File: src/itcb_map.vh
// Register offsets, field masks and timing constants of the threshold configuration bank
`ifndef ITCB_MAP_VH
`define ITCB_MAP_VH

// Upper six bits of the 7-bit target address; the lowest bit follows the select pin
`define ITCB_ADDR_UPPER 6'h17

// Register pointer values
`define ITCB_REG_OV 8'h01
`define ITCB_REG_UV 8'h02
`define ITCB_REG_TON 8'h03
`define ITCB_REG_TURN_OFF_LEVEL 8'h04
`define ITCB_REG_LOGIC 8'h05
`define ITCB_REG_CORE 8'h06
`define ITCB_REG_BURN 8'h10
`define ITCB_REG_LOCK 8'h15

// Implemented bits of each register
`define ITCB_MASK4 8'h0F
`define ITCB_MASK3 8'h07
`define ITCB_MASK1 8'h01

// Factory default of every threshold register
`define ITCB_FACTORY 8'h00

// Bit positions in the burn control and lock registers
`define ITCB_BURN_GO_BIT 0
`define ITCB_BUSY_BIT 0
`define ITCB_LOCKED_BIT 1
`define ITCB_LOCK_BIT 0

// Serial bit counter value of the eighth bit
`define ITCB_BIT_LAST 3'h7

// Number of threshold registers and byte width
`define ITCB_REG_COUNT 6
`define ITCB_BYTE 8

// Fuse burn duration in milliseconds and core clock in kilohertz
`define ITCB_BURN_TIME_MS 10
`define ITCB_CLK_KHZ 40000

`endif

File: src/itcb_config_bank.v
// Serial target and threshold register bank with fuse-backed power-up defaults
`timescale 1ns/10ps
`default_nettype none
`include "itcb_map.vh"

// Summary of operation
// RULE1: All thresholds read and written over two-wire target
// RULE2: Bits taken on clock rise, MSB first
// RULE3: Answer only when address bit matches select pin
// RULE4: One address per register for read and write
// RULE5: Unprogrammed thresholds power up as zero
// RULE6: Blown fuse values become the power-up defaults
// RULE7: Set lock bit blocks any further fuse burning
// RULE8: Bus writes override fuses until next power cycle
// RULE9: Registers 1 to 4 hold 4-bit codes
// RULE10: Registers 5 and 6 hold 3-bit codes
// RULE11: Lock register at 0x15, burnt with fuses
// RULE12: Reserved bits read zero, writes ignored
// RULE13: Write: address, pointer, data; read after pointer
module itcb_config_bank #(
  parameter BURN_CYCLES = `ITCB_BURN_TIME_MS * `ITCB_CLK_KHZ
) (
  // Clock and resets
  input wire core_clk,
  input wire sys_rst,
  input wire otpBlank,
  // Serial bus, open drain data
  input wire sclIn,
  input wire sdaIn,
  output reg sdaOut,
  output reg sdaOe,
  // Address strap
  input wire addressSelectPin,
  // Threshold codes toward the comparators
  output wire [3:0] overvoltageLevel,
  output wire [3:0] undervoltageLevel,
  output wire [3:0] turnOnLevel,
  output wire [3:0] turnOffLevel,
  output wire [2:0] logicRailResetLevel,
  output wire [2:0] coreRailResetLevel,
  // Fuse status
  output wire fuseLocked,
  output wire fuseBurnBusy
);

  // One-hot serial states
  localparam [8:0] ST_IDLE = 9'h001;
  localparam [8:0] ST_ADDR = 9'h002;
  localparam [8:0] ST_ADDR_ACK = 9'h004;
  localparam [8:0] ST_PTR = 9'h008;
  localparam [8:0] ST_PTR_ACK = 9'h010;
  localparam [8:0] ST_WDATA = 9'h020;
  localparam [8:0] ST_WDATA_ACK = 9'h040;
  localparam [8:0] ST_RDATA = 9'h080;
  localparam [8:0] ST_RDATA_ACK = 9'h100;

  // Pin events from the sampler
  wire sdaLevel;
  wire addrSel;
  wire sclRise;
  wire sclFall;
  wire startSeen;
  wire stopSeen;

  // Fuse side
  wire [47:0] fuseData;
  wire fuseLock;
  wire burnBusy;
  wire [47:0] burnImage;

  // Serial engine state
  reg [8:0] state; // Current serial state
  reg rdNext; // Read continues after master acknowledge
  reg [2:0] bitCnt; // Bit position in the byte
  reg [7:0] shiftReg; // Incoming or outgoing byte
  reg [7:0] ptr; // Register pointer
  reg readMode; // Direction bit of the address byte
  reg ackPhase; // Low while waiting to drive acknowledge
  reg regWrite; // One-cycle write strobe to the bank
  reg [7:0] wrByte; // Byte to be written

  // Register storage
  reg [7:0] cfgReg [1:`ITCB_REG_COUNT]; // Threshold codes
  reg loadPending; // Fuse copy still to be done
  reg lockRequest; // Lock staged for the next burn
  reg burnStart; // One-cycle burn request
  integer i;

  wire [7:0] inByte = {shiftReg[6:0], sdaLevel}; // see RULE2
  wire [7:0] readByte;

  // Pointer lies inside the threshold block
  function isCfg;
    input [7:0] p;
    begin
      isCfg = (p >= `ITCB_REG_OV) && (p <= `ITCB_REG_CORE);
    end
  endfunction

  // Implemented bits of a threshold register
  function [7:0] fieldMask;
    input [7:0] p;
    begin
      if (p <= `ITCB_REG_TURN_OFF_LEVEL) begin
        fieldMask = `ITCB_MASK4; // see RULE9
      end else begin
        fieldMask = `ITCB_MASK3; // see RULE10
      end
    end
  endfunction

  itcb_line_sampler uSampler (
    .core_clk(core_clk),
    .sys_rst(sys_rst),
    .sclIn(sclIn),
    .sdaIn(sdaIn),
    .addrSelIn(addressSelectPin),
    .sdaLevel(sdaLevel),
    .addrSel(addrSel),
    .sclRise(sclRise),
    .sclFall(sclFall),
    .startSeen(startSeen),
    .stopSeen(stopSeen)
  );

  itcb_fuse_store #(
    .BURN_CYCLES(BURN_CYCLES)
  ) uFuses (
    .core_clk(core_clk),
    .sys_rst(sys_rst),
    .otpBlank(otpBlank),
    .burnStart(burnStart),
    .burnImage(burnImage),
    .burnLock(lockRequest),
    .fuseData(fuseData),
    .fuseLock(fuseLock),
    .burnBusy(burnBusy)
  );

  // Current register contents are what gets burnt
  assign burnImage = {cfgReg[6], cfgReg[5], cfgReg[4], cfgReg[3], cfgReg[2], cfgReg[1]};

  // Read mux; same pointer serves reads and writes, unmapped reads zero
  assign readByte = isCfg(ptr) ? (cfgReg[ptr[2:0]] & fieldMask(ptr)) : // see RULE4
    (ptr == `ITCB_REG_LOCK) ? {7'h00, fuseLock | lockRequest} :
    (ptr == `ITCB_REG_BURN) ? {6'h00, fuseLock, burnBusy} :
    8'h00; // see RULE12

  // Serial target engine; it never drives the clock, only pulls data low
  always @(posedge core_clk or posedge sys_rst) begin
    if (sys_rst) begin
      state <= ST_IDLE;
      rdNext <= 1'b0;
      bitCnt <= 3'h0;
      shiftReg <= 8'h00;
      ptr <= 8'h00;
      readMode <= 1'b0;
      ackPhase <= 1'b0;
      sdaOe <= 1'b0;
      sdaOut <= 1'b0;
      regWrite <= 1'b0;
      wrByte <= 8'h00;
    end else begin
      regWrite <= 1'b0;
      sdaOut <= 1'b0; // Open drain: only the enable moves
      if (stopSeen) begin
        // Stop frees the line in any state
        state <= ST_IDLE;
        rdNext <= 1'b0;
        sdaOe <= 1'b0;
      end else if (startSeen) begin
        // Start or repeated start begins a new address byte
        state <= ST_ADDR;
        rdNext <= 1'b0;
        bitCnt <= 3'h0;
        sdaOe <= 1'b0;
      end else if (rdNext) begin
        // Master acknowledged: put the next copy of the byte out
        if (sclFall) begin
          rdNext <= 1'b0;
          shiftReg <= readByte;
          sdaOe <= ~readByte[7];
          bitCnt <= 3'h0;
          state <= ST_RDATA;
        end
      end else begin
        case (state)
          ST_ADDR, ST_PTR, ST_WDATA: begin
            // Shift in on clock rise, most significant bit first
            if (sclRise) begin
              shiftReg <= inByte; // see RULE2
              bitCnt <= bitCnt + 3'h1;
              ackPhase <= 1'b0;
              if (bitCnt == `ITCB_BIT_LAST) begin
                if (state == ST_ADDR) begin
                  // Foreign address: stay silent until the next start
                  if (inByte[7:2] == `ITCB_ADDR_UPPER && inByte[1] == addrSel) begin // see RULE3
                    readMode <= inByte[0];
                    state <= ST_ADDR_ACK;
                  end else begin
                    state <= ST_IDLE;
                  end
                end else if (state == ST_PTR) begin
                  ptr <= inByte; // see RULE13
                  state <= ST_PTR_ACK;
                end else begin
                  wrByte <= inByte;
                  regWrite <= 1'b1; // see RULE1
                  state <= ST_WDATA_ACK;
                end
              end
            end
          end
          ST_ADDR_ACK, ST_PTR_ACK, ST_WDATA_ACK: begin
            // First fall pulls data low, second fall releases it
            if (sclFall) begin
              if (!ackPhase) begin
                ackPhase <= 1'b1;
                sdaOe <= 1'b1;
              end else begin
                ackPhase <= 1'b0;
                sdaOe <= 1'b0;
                bitCnt <= 3'h0;
                if (state == ST_ADDR_ACK && readMode) begin
                  // Read returns the register at the pointer
                  shiftReg <= readByte; // see RULE13
                  sdaOe <= ~readByte[7];
                  state <= ST_RDATA;
                end else if (state == ST_ADDR_ACK) begin
                  state <= ST_PTR;
                end else begin
                  // Extra data bytes rewrite the same register
                  state <= ST_WDATA;
                end
              end
            end
          end
          ST_RDATA: begin
            // Next bit goes out on each fall, the master takes it on the rise
            if (sclRise) begin
              bitCnt <= bitCnt + 3'h1;
              if (bitCnt == `ITCB_BIT_LAST) begin
                state <= ST_RDATA_ACK;
              end
            end else if (sclFall) begin
              sdaOe <= ~shiftReg[6];
              shiftReg <= {shiftReg[6:0], 1'b0};
            end
          end
          ST_RDATA_ACK: begin
            // Release for the master's answer; a not-acknowledge ends the read
            if (sclFall) begin
              sdaOe <= 1'b0;
            end else if (sclRise) begin
              if (!sdaLevel) begin
                rdNext <= 1'b1;
              end else begin
                state <= ST_IDLE;
              end
            end
          end
          ST_IDLE: begin
            sdaOe <= 1'b0;
          end
          default: begin
            state <= ST_IDLE;
            sdaOe <= 1'b0;
          end
        endcase
      end
    end
  end

  // Register bank: factory zero at reset, fuse copy once after release, then bus writes
  always @(posedge core_clk or posedge sys_rst) begin
    if (sys_rst) begin
      for (i = 1; i <= `ITCB_REG_COUNT; i = i + 1) begin
        cfgReg[i] <= `ITCB_FACTORY; // see RULE5
      end
      loadPending <= 1'b1;
      lockRequest <= 1'b0;
      burnStart <= 1'b0;
    end else begin
      burnStart <= 1'b0;
      if (loadPending) begin
        // Blank fuses are zero, so an unprogrammed part keeps the factory code
        loadPending <= 1'b0;
        for (i = 0; i < `ITCB_REG_COUNT; i = i + 1) begin
          cfgReg[i + 1] <= fuseData[i * `ITCB_BYTE +: `ITCB_BYTE]; // see RULE6
        end
      end else if (regWrite) begin
        if (isCfg(ptr)) begin
          // Override lasts until the next power cycle reloads the fuses
          cfgReg[ptr[2:0]] <= wrByte & fieldMask(ptr); // see RULE8
        end else if (ptr == `ITCB_REG_LOCK) begin
          lockRequest <= wrByte[`ITCB_LOCK_BIT]; // see RULE11
        end else if (ptr == `ITCB_REG_BURN) begin
          // Fuse store itself refuses while locked or busy
          burnStart <= wrByte[`ITCB_BURN_GO_BIT]; // see RULE7
        end
      end
    end
  end

  // Threshold outputs come straight from the bank flops
  assign overvoltageLevel = cfgReg[1][3:0];
  assign undervoltageLevel = cfgReg[2][3:0];
  assign turnOnLevel = cfgReg[3][3:0];
  assign turnOffLevel = cfgReg[4][3:0];
  assign logicRailResetLevel = cfgReg[5][2:0];
  assign coreRailResetLevel = cfgReg[6][2:0];
  assign fuseLocked = fuseLock;
  assign fuseBurnBusy = burnBusy;

endmodule
`default_nettype wire

File: src/itcb_line_sampler.v
// Synchroniser and edge finder for the serial clock, serial data and address-select pins
`timescale 1ns/10ps
`default_nettype none

module itcb_line_sampler (
  // Clock and reset
  input wire core_clk,
  input wire sys_rst,
  // Raw pins
  input wire sclIn,
  input wire sdaIn,
  input wire addrSelIn,
  // Synchronised levels
  output wire sdaLevel,
  output wire addrSel,
  // One-cycle events
  output wire sclRise,
  output wire sclFall,
  output wire startSeen,
  output wire stopSeen
);

  reg [2:0] sclPipe; // Bit 0 is the metastable stage
  reg [2:0] sdaPipe; // Bit 0 is the metastable stage
  reg [1:0] selPipe; // Static strap, two stages only

  // Two stages for synchronising, a third one for edge detection
  always @(posedge core_clk or posedge sys_rst) begin
    if (sys_rst) begin
      sclPipe <= 3'h7;
      sdaPipe <= 3'h7;
      selPipe <= 2'h0;
    end else begin
      sclPipe <= {sclPipe[1:0], sclIn};
      sdaPipe <= {sdaPipe[1:0], sdaIn};
      selPipe <= {selPipe[0], addrSelIn};
    end
  end

  // Edges look only at bits 1 and 2, never at the first stage
  assign sdaLevel = sdaPipe[1];
  assign addrSel = selPipe[1];
  assign sclRise = sclPipe[1] & ~sclPipe[2];
  assign sclFall = ~sclPipe[1] & sclPipe[2];
  // Data moving while the clock stays high marks start and stop
  assign startSeen = sclPipe[1] & sclPipe[2] & ~sdaPipe[1] & sdaPipe[2];
  assign stopSeen = sclPipe[1] & sclPipe[2] & sdaPipe[1] & ~sdaPipe[2];

endmodule
`default_nettype wire

File: src/itcb_fuse_store.v
// One-time fuse array holding power-up defaults and the programming lock
`timescale 1ns/10ps
`default_nettype none
`include "itcb_map.vh"

module itcb_fuse_store #(
  parameter BURN_CYCLES = `ITCB_BURN_TIME_MS * `ITCB_CLK_KHZ,
  parameter CNT_W = 20
) (
  // Clock and resets
  input wire core_clk,
  input wire sys_rst,
  input wire otpBlank,
  // Burn request
  input wire burnStart,
  input wire [47:0] burnImage,
  input wire burnLock,
  // Fuse contents and status
  output reg [47:0] fuseData,
  output reg fuseLock,
  output reg burnBusy
);

  reg [CNT_W-1:0] burnCnt; // Remaining burn cycles
  reg [47:0] stagedImage; // Values being burnt
  reg stagedLock; // Lock being burnt

  // Fuse cells survive a power cycle; only a blank die clears them
  always @(posedge core_clk or posedge otpBlank) begin
    if (otpBlank) begin
      fuseData <= 48'h0000_0000_0000;
      fuseLock <= 1'b0;
    end else if (burnBusy && burnCnt == {CNT_W{1'b0}}) begin
      // A blown fuse never heals, so new bits only add
      fuseData <= fuseData | stagedImage; // see RULE6
      fuseLock <= fuseLock | stagedLock; // see RULE11
    end
  end

  // Burn sequencer; a locked array ignores every request
  always @(posedge core_clk or posedge sys_rst) begin
    if (sys_rst) begin
      burnBusy <= 1'b0;
      burnCnt <= {CNT_W{1'b0}};
      stagedImage <= 48'h0000_0000_0000;
      stagedLock <= 1'b0;
    end else if (burnBusy) begin
      if (burnCnt == {CNT_W{1'b0}}) begin
        burnBusy <= 1'b0;
      end else begin
        burnCnt <= burnCnt - 1'b1;
      end
    end else if (burnStart && !fuseLock) begin // see RULE7
      burnBusy <= 1'b1;
      burnCnt <= BURN_CYCLES[CNT_W-1:0] - 1'b1;
      stagedImage <= burnImage;
      stagedLock <= burnLock;
    end
  end

endmodule
`default_nettype wire

File: config.mk
export PLATFORM = sky130hd
export DESIGN_NAME = itcb_config_bank
export DESIGN_NICKNAME = d
export VERILOG_FILES = /design/src/itcb_config_bank.v /design/src/itcb_line_sampler.v /design/src/itcb_fuse_store.v
export VERILOG_INCLUDE_DIRS = /design/src
export SDC_FILE = /design/constraint.sdc
export NUM_CORES = 1
export LEC_CHECK = 0
export ABC_AREA = 1
export BUFFER_PORTS_ARGS = -buffer_cell sky130_fd_sc_hd__buf_2
export CAP_MARGIN = 20
export CORE_MARGIN = 5
export CORE_UTILIZATION = 64
export CTS_CLUSTER_DIAMETER = 30
export DETAILED_ROUTE_END_ITERATION = 8
export PLACE_DENSITY = 0.82
export SYNTH_ARGS = -nofsm -noshare
export SYNTH_HDL_FRONTEND = slang
export SYNTH_HIERARCHICAL = 1
export SYNTH_SLANG_ARGS = --single-unit
File: constraint.sdc
create_clock -name core_clk -period 3.29 [get_ports core_clk]
set_input_delay 0.658 -clock core_clk [delete_from_list [all_inputs] [get_ports core_clk]]
set_output_delay 0.658 -clock core_clk [all_outputs]
set_load 0.01 [all_outputs]
==> reports/qor.yml <==
hold_path:
  hp-class: "in -> async"
clocking:
  clkSinkCount: 142
  clockBufferDepth: 2
  clock_latency_ns: 0.43
  root_buffer: "clkbuf_16"
  path_clk_slew_ns: 0.07
  cts_buffers: 17
  hold_buffers: 0
  cts_tree: "built"
  post_cts_resized: 0
  htreeDepth: 4
  post-cts-setup-buffer-count: 0
run:
  maxCapViolations: 0
setup_path:
  start_kind: "flop"
  cp_max_fo: 8
  endpoint_kind: "flop"
  path_class: "reg -> reg"
  slowest_stage: "dfstp_2"
  path_cells: "nand2_1, nor2_1, inv_2, nand2_1, nor2_1, o21ai_0, nand2_1, inv_1, o21ai_0, nor2_2, nand3_1, nand2_1"
  crit_arrival_ns: 2.60
  max_stage_delay_ns: 0.56
  rrSetupSlack_ns: 1.05
  critical_path.top_delay_family: "simple AND/OR/NAND/NOR gates"
  required_ns: 3.65
  crit_path_frequent_cell: "nand2_1"
  cp_num_buf_inv: 2
timing:
  layout_min_cycle_time_ns: 2.24
  tightest_slew_ns: 0.762
  final-hold-violation-count: 0
  fmax_mhz: 447
  rsz0062_at_grt: "no"
  finalCritPeriodShare_pct: 68.0
  skew_ns: 0.00951
  setup_violations: 0
  timing.slew.headroom_pct: 49.1
  setup_ws_ns: 1.05
  final_max_slew_viol_count: 0
  tns_ns: 0
outcome:
  status: "completed"
cells_and_area:
  finalNetCount: 991
  area_growth_pct: 10.4
  final_layout_size_suffix_gt1_share_pct: 13.1
  n_antenna_cell: 0
global_route:
  grt_pass1_vias: 6091
  antenna_found_initial: 0
  overflow: 0
  grt_usage_pct: 25.2
  grt_first_pass_wirelength_um: 29000
  grt_max_degree: 47
drt:
  vias_per_cell: 5.59
  wl_per_cell_um: 15.0
  drt-pass1-iter-count: 5
  dr.first_iter.drc_count: 624
  drc: 0
  num_vias: 6355
  wl_um: 17000
  ant_nets: 0
synth:
  synth_area_um2: 7520
  avgSynthCellArea_um2: 7.72
  synthCells: 974
  synth-warning-count: 6
floorplan:
  start_util_pct: 65.6
  num_rows: 39
  num_io_pins: 32
  die_width_um: 118
  dieArea_um2: 14000
  die_h_um: 118
  core_um2: 11500
placement:
  dp_hpwl_um: 11700
  port_buffers: 30
  pre_cts_ws_ns: 1.11
  globalplace.congestion: 0.985
pwr:
  max-vdd-ir-drop_v: 0.000504
  power_density_nw_per_um2: 517
  p_leak_nw: 4.36
==> path summary, 6_finish.rpt <==
kind | from | endpoint | depth (start not counted)
min in group core_clk | sdaIn | uSampler/sdaPipe[0]$_DFF_PP1_ | 1
min | otpBlank | uFuses/fuseData[16]$_DFFE_PP0P_ | 2
max | uSampler/sclPipe[1]$_DFF_PP1_ | state[5]$_DFFE_PP0P_ | 12
max reg2reg | uSampler/sclPipe[1]$_DFF_PP1_ | state[5]$_DFFE_PP0P_ | 12
min reg2reg | uSampler/selPipe[0]$_DFF_PP0_ | uSampler/selPipe[1]$_DFF_PP0_ | 0
max in group asynchronous | sys_rst | coreRailResetLevel[1]$_DFFE_PP0P_ | 3
==> cells in the final DEF, fill, tap and decap left out, types with 12 or more instances in the layout <==
master	instances
o21bai_1	31
o211ai_1	12
o21ai_0	34
nor2_1	124
inv_1	121
clkbuf_16	17
dfrtp_1	134
o21ai_1	16
buf_2	30
a21oi_1	34
nand2_1	232
nand3_1	86
==> layout make-up <==
type | count | area [µm²]
clock buffer | 17 | 425
tap | 143 | 179
multi-input combinational | 650 | 3170
inverter | 132 | 495
timing repair buffer | 38 | 243
clock inverter | 15 | 233
sequential | 142 | 3560
fill | 871 | 3160
==> sequential cells by signal, indices dropped and copies added, names as in the netlist, 2 cells and up <==
| signal | cells |
|---|---|
| uFuses/fuseData | 24 |
| uFuses/stagedImage | 24 |
| uFuses/burnCnt | 20 |
| state | 9 |
| ptr | 8 |
| shiftReg | 7 |
| overvoltageLevel | 4 |
| turnOffLevel | 4 |
| turnOnLevel | 4 |
| undervoltageLevel | 4 |
| wrByte | 4 |
| bitCnt | 3 |
| coreRailResetLevel | 3 |
| logicRailResetLevel | 3 |
| uSampler/sclPipe | 3 |
| uSampler/sdaPipe | 3 |
| burnImage | 2 |
| uSampler/selPipe | 2 |
==> worst reg2reg max path: stages (launching register included) <==
cell	delay [ns]
dfstp_2	0.56
nand2_1	0.07
nor2_1	0.39
inv_2	0.11
nand2_1	0.13
nor2_1	0.11
o21ai_0	0.12
nand2_1	0.07
inv_1	0.06
o21ai_0	0.08
nor2_2	0.28
nand3_1	0.12
nand2_1	0.08
==> metrics by stage <==
stage / area (µm²) / hold slack, ns / std cells / total power, W / utilization [%]
final: 8310 / 0.118 / 1137 / 0.00429 / 72.5
after global routing: 8310 / 0.118 / 1137 / 0.00445 / 72.5
after CTS: 8260 / 0.181 / 1135 / 0.00431 / 72.0
after detailed placement: 7600 / 0.336 / 1103 / 0.00218 / 66.3
after global placement: 7600 / 0.333 / 1103 / 0.00217 / 66.3
after floorplan: 7530 / 0.331 / 975 / 0.00210 / -
==> power by group <==
group | switching, W | internal [W]
Clock | 0.000777 | 0.00136
Combinational | 0.000237 | 0.0000985
Sequential | 0.0000288 | 0.00179
Total | 0.00104 | 0.00325
==> per-layer routing <==
layer	up-vias	wire [µm]	global-route usage [%]
met5	-	0	0
met2	230	7870	38.3
met4	0	210	7.73
li1	3115	-	-
met1	2989	7840	35.6
met3	21	1100	6.73
No activity file was read; power rests on OpenSTA's default activity.
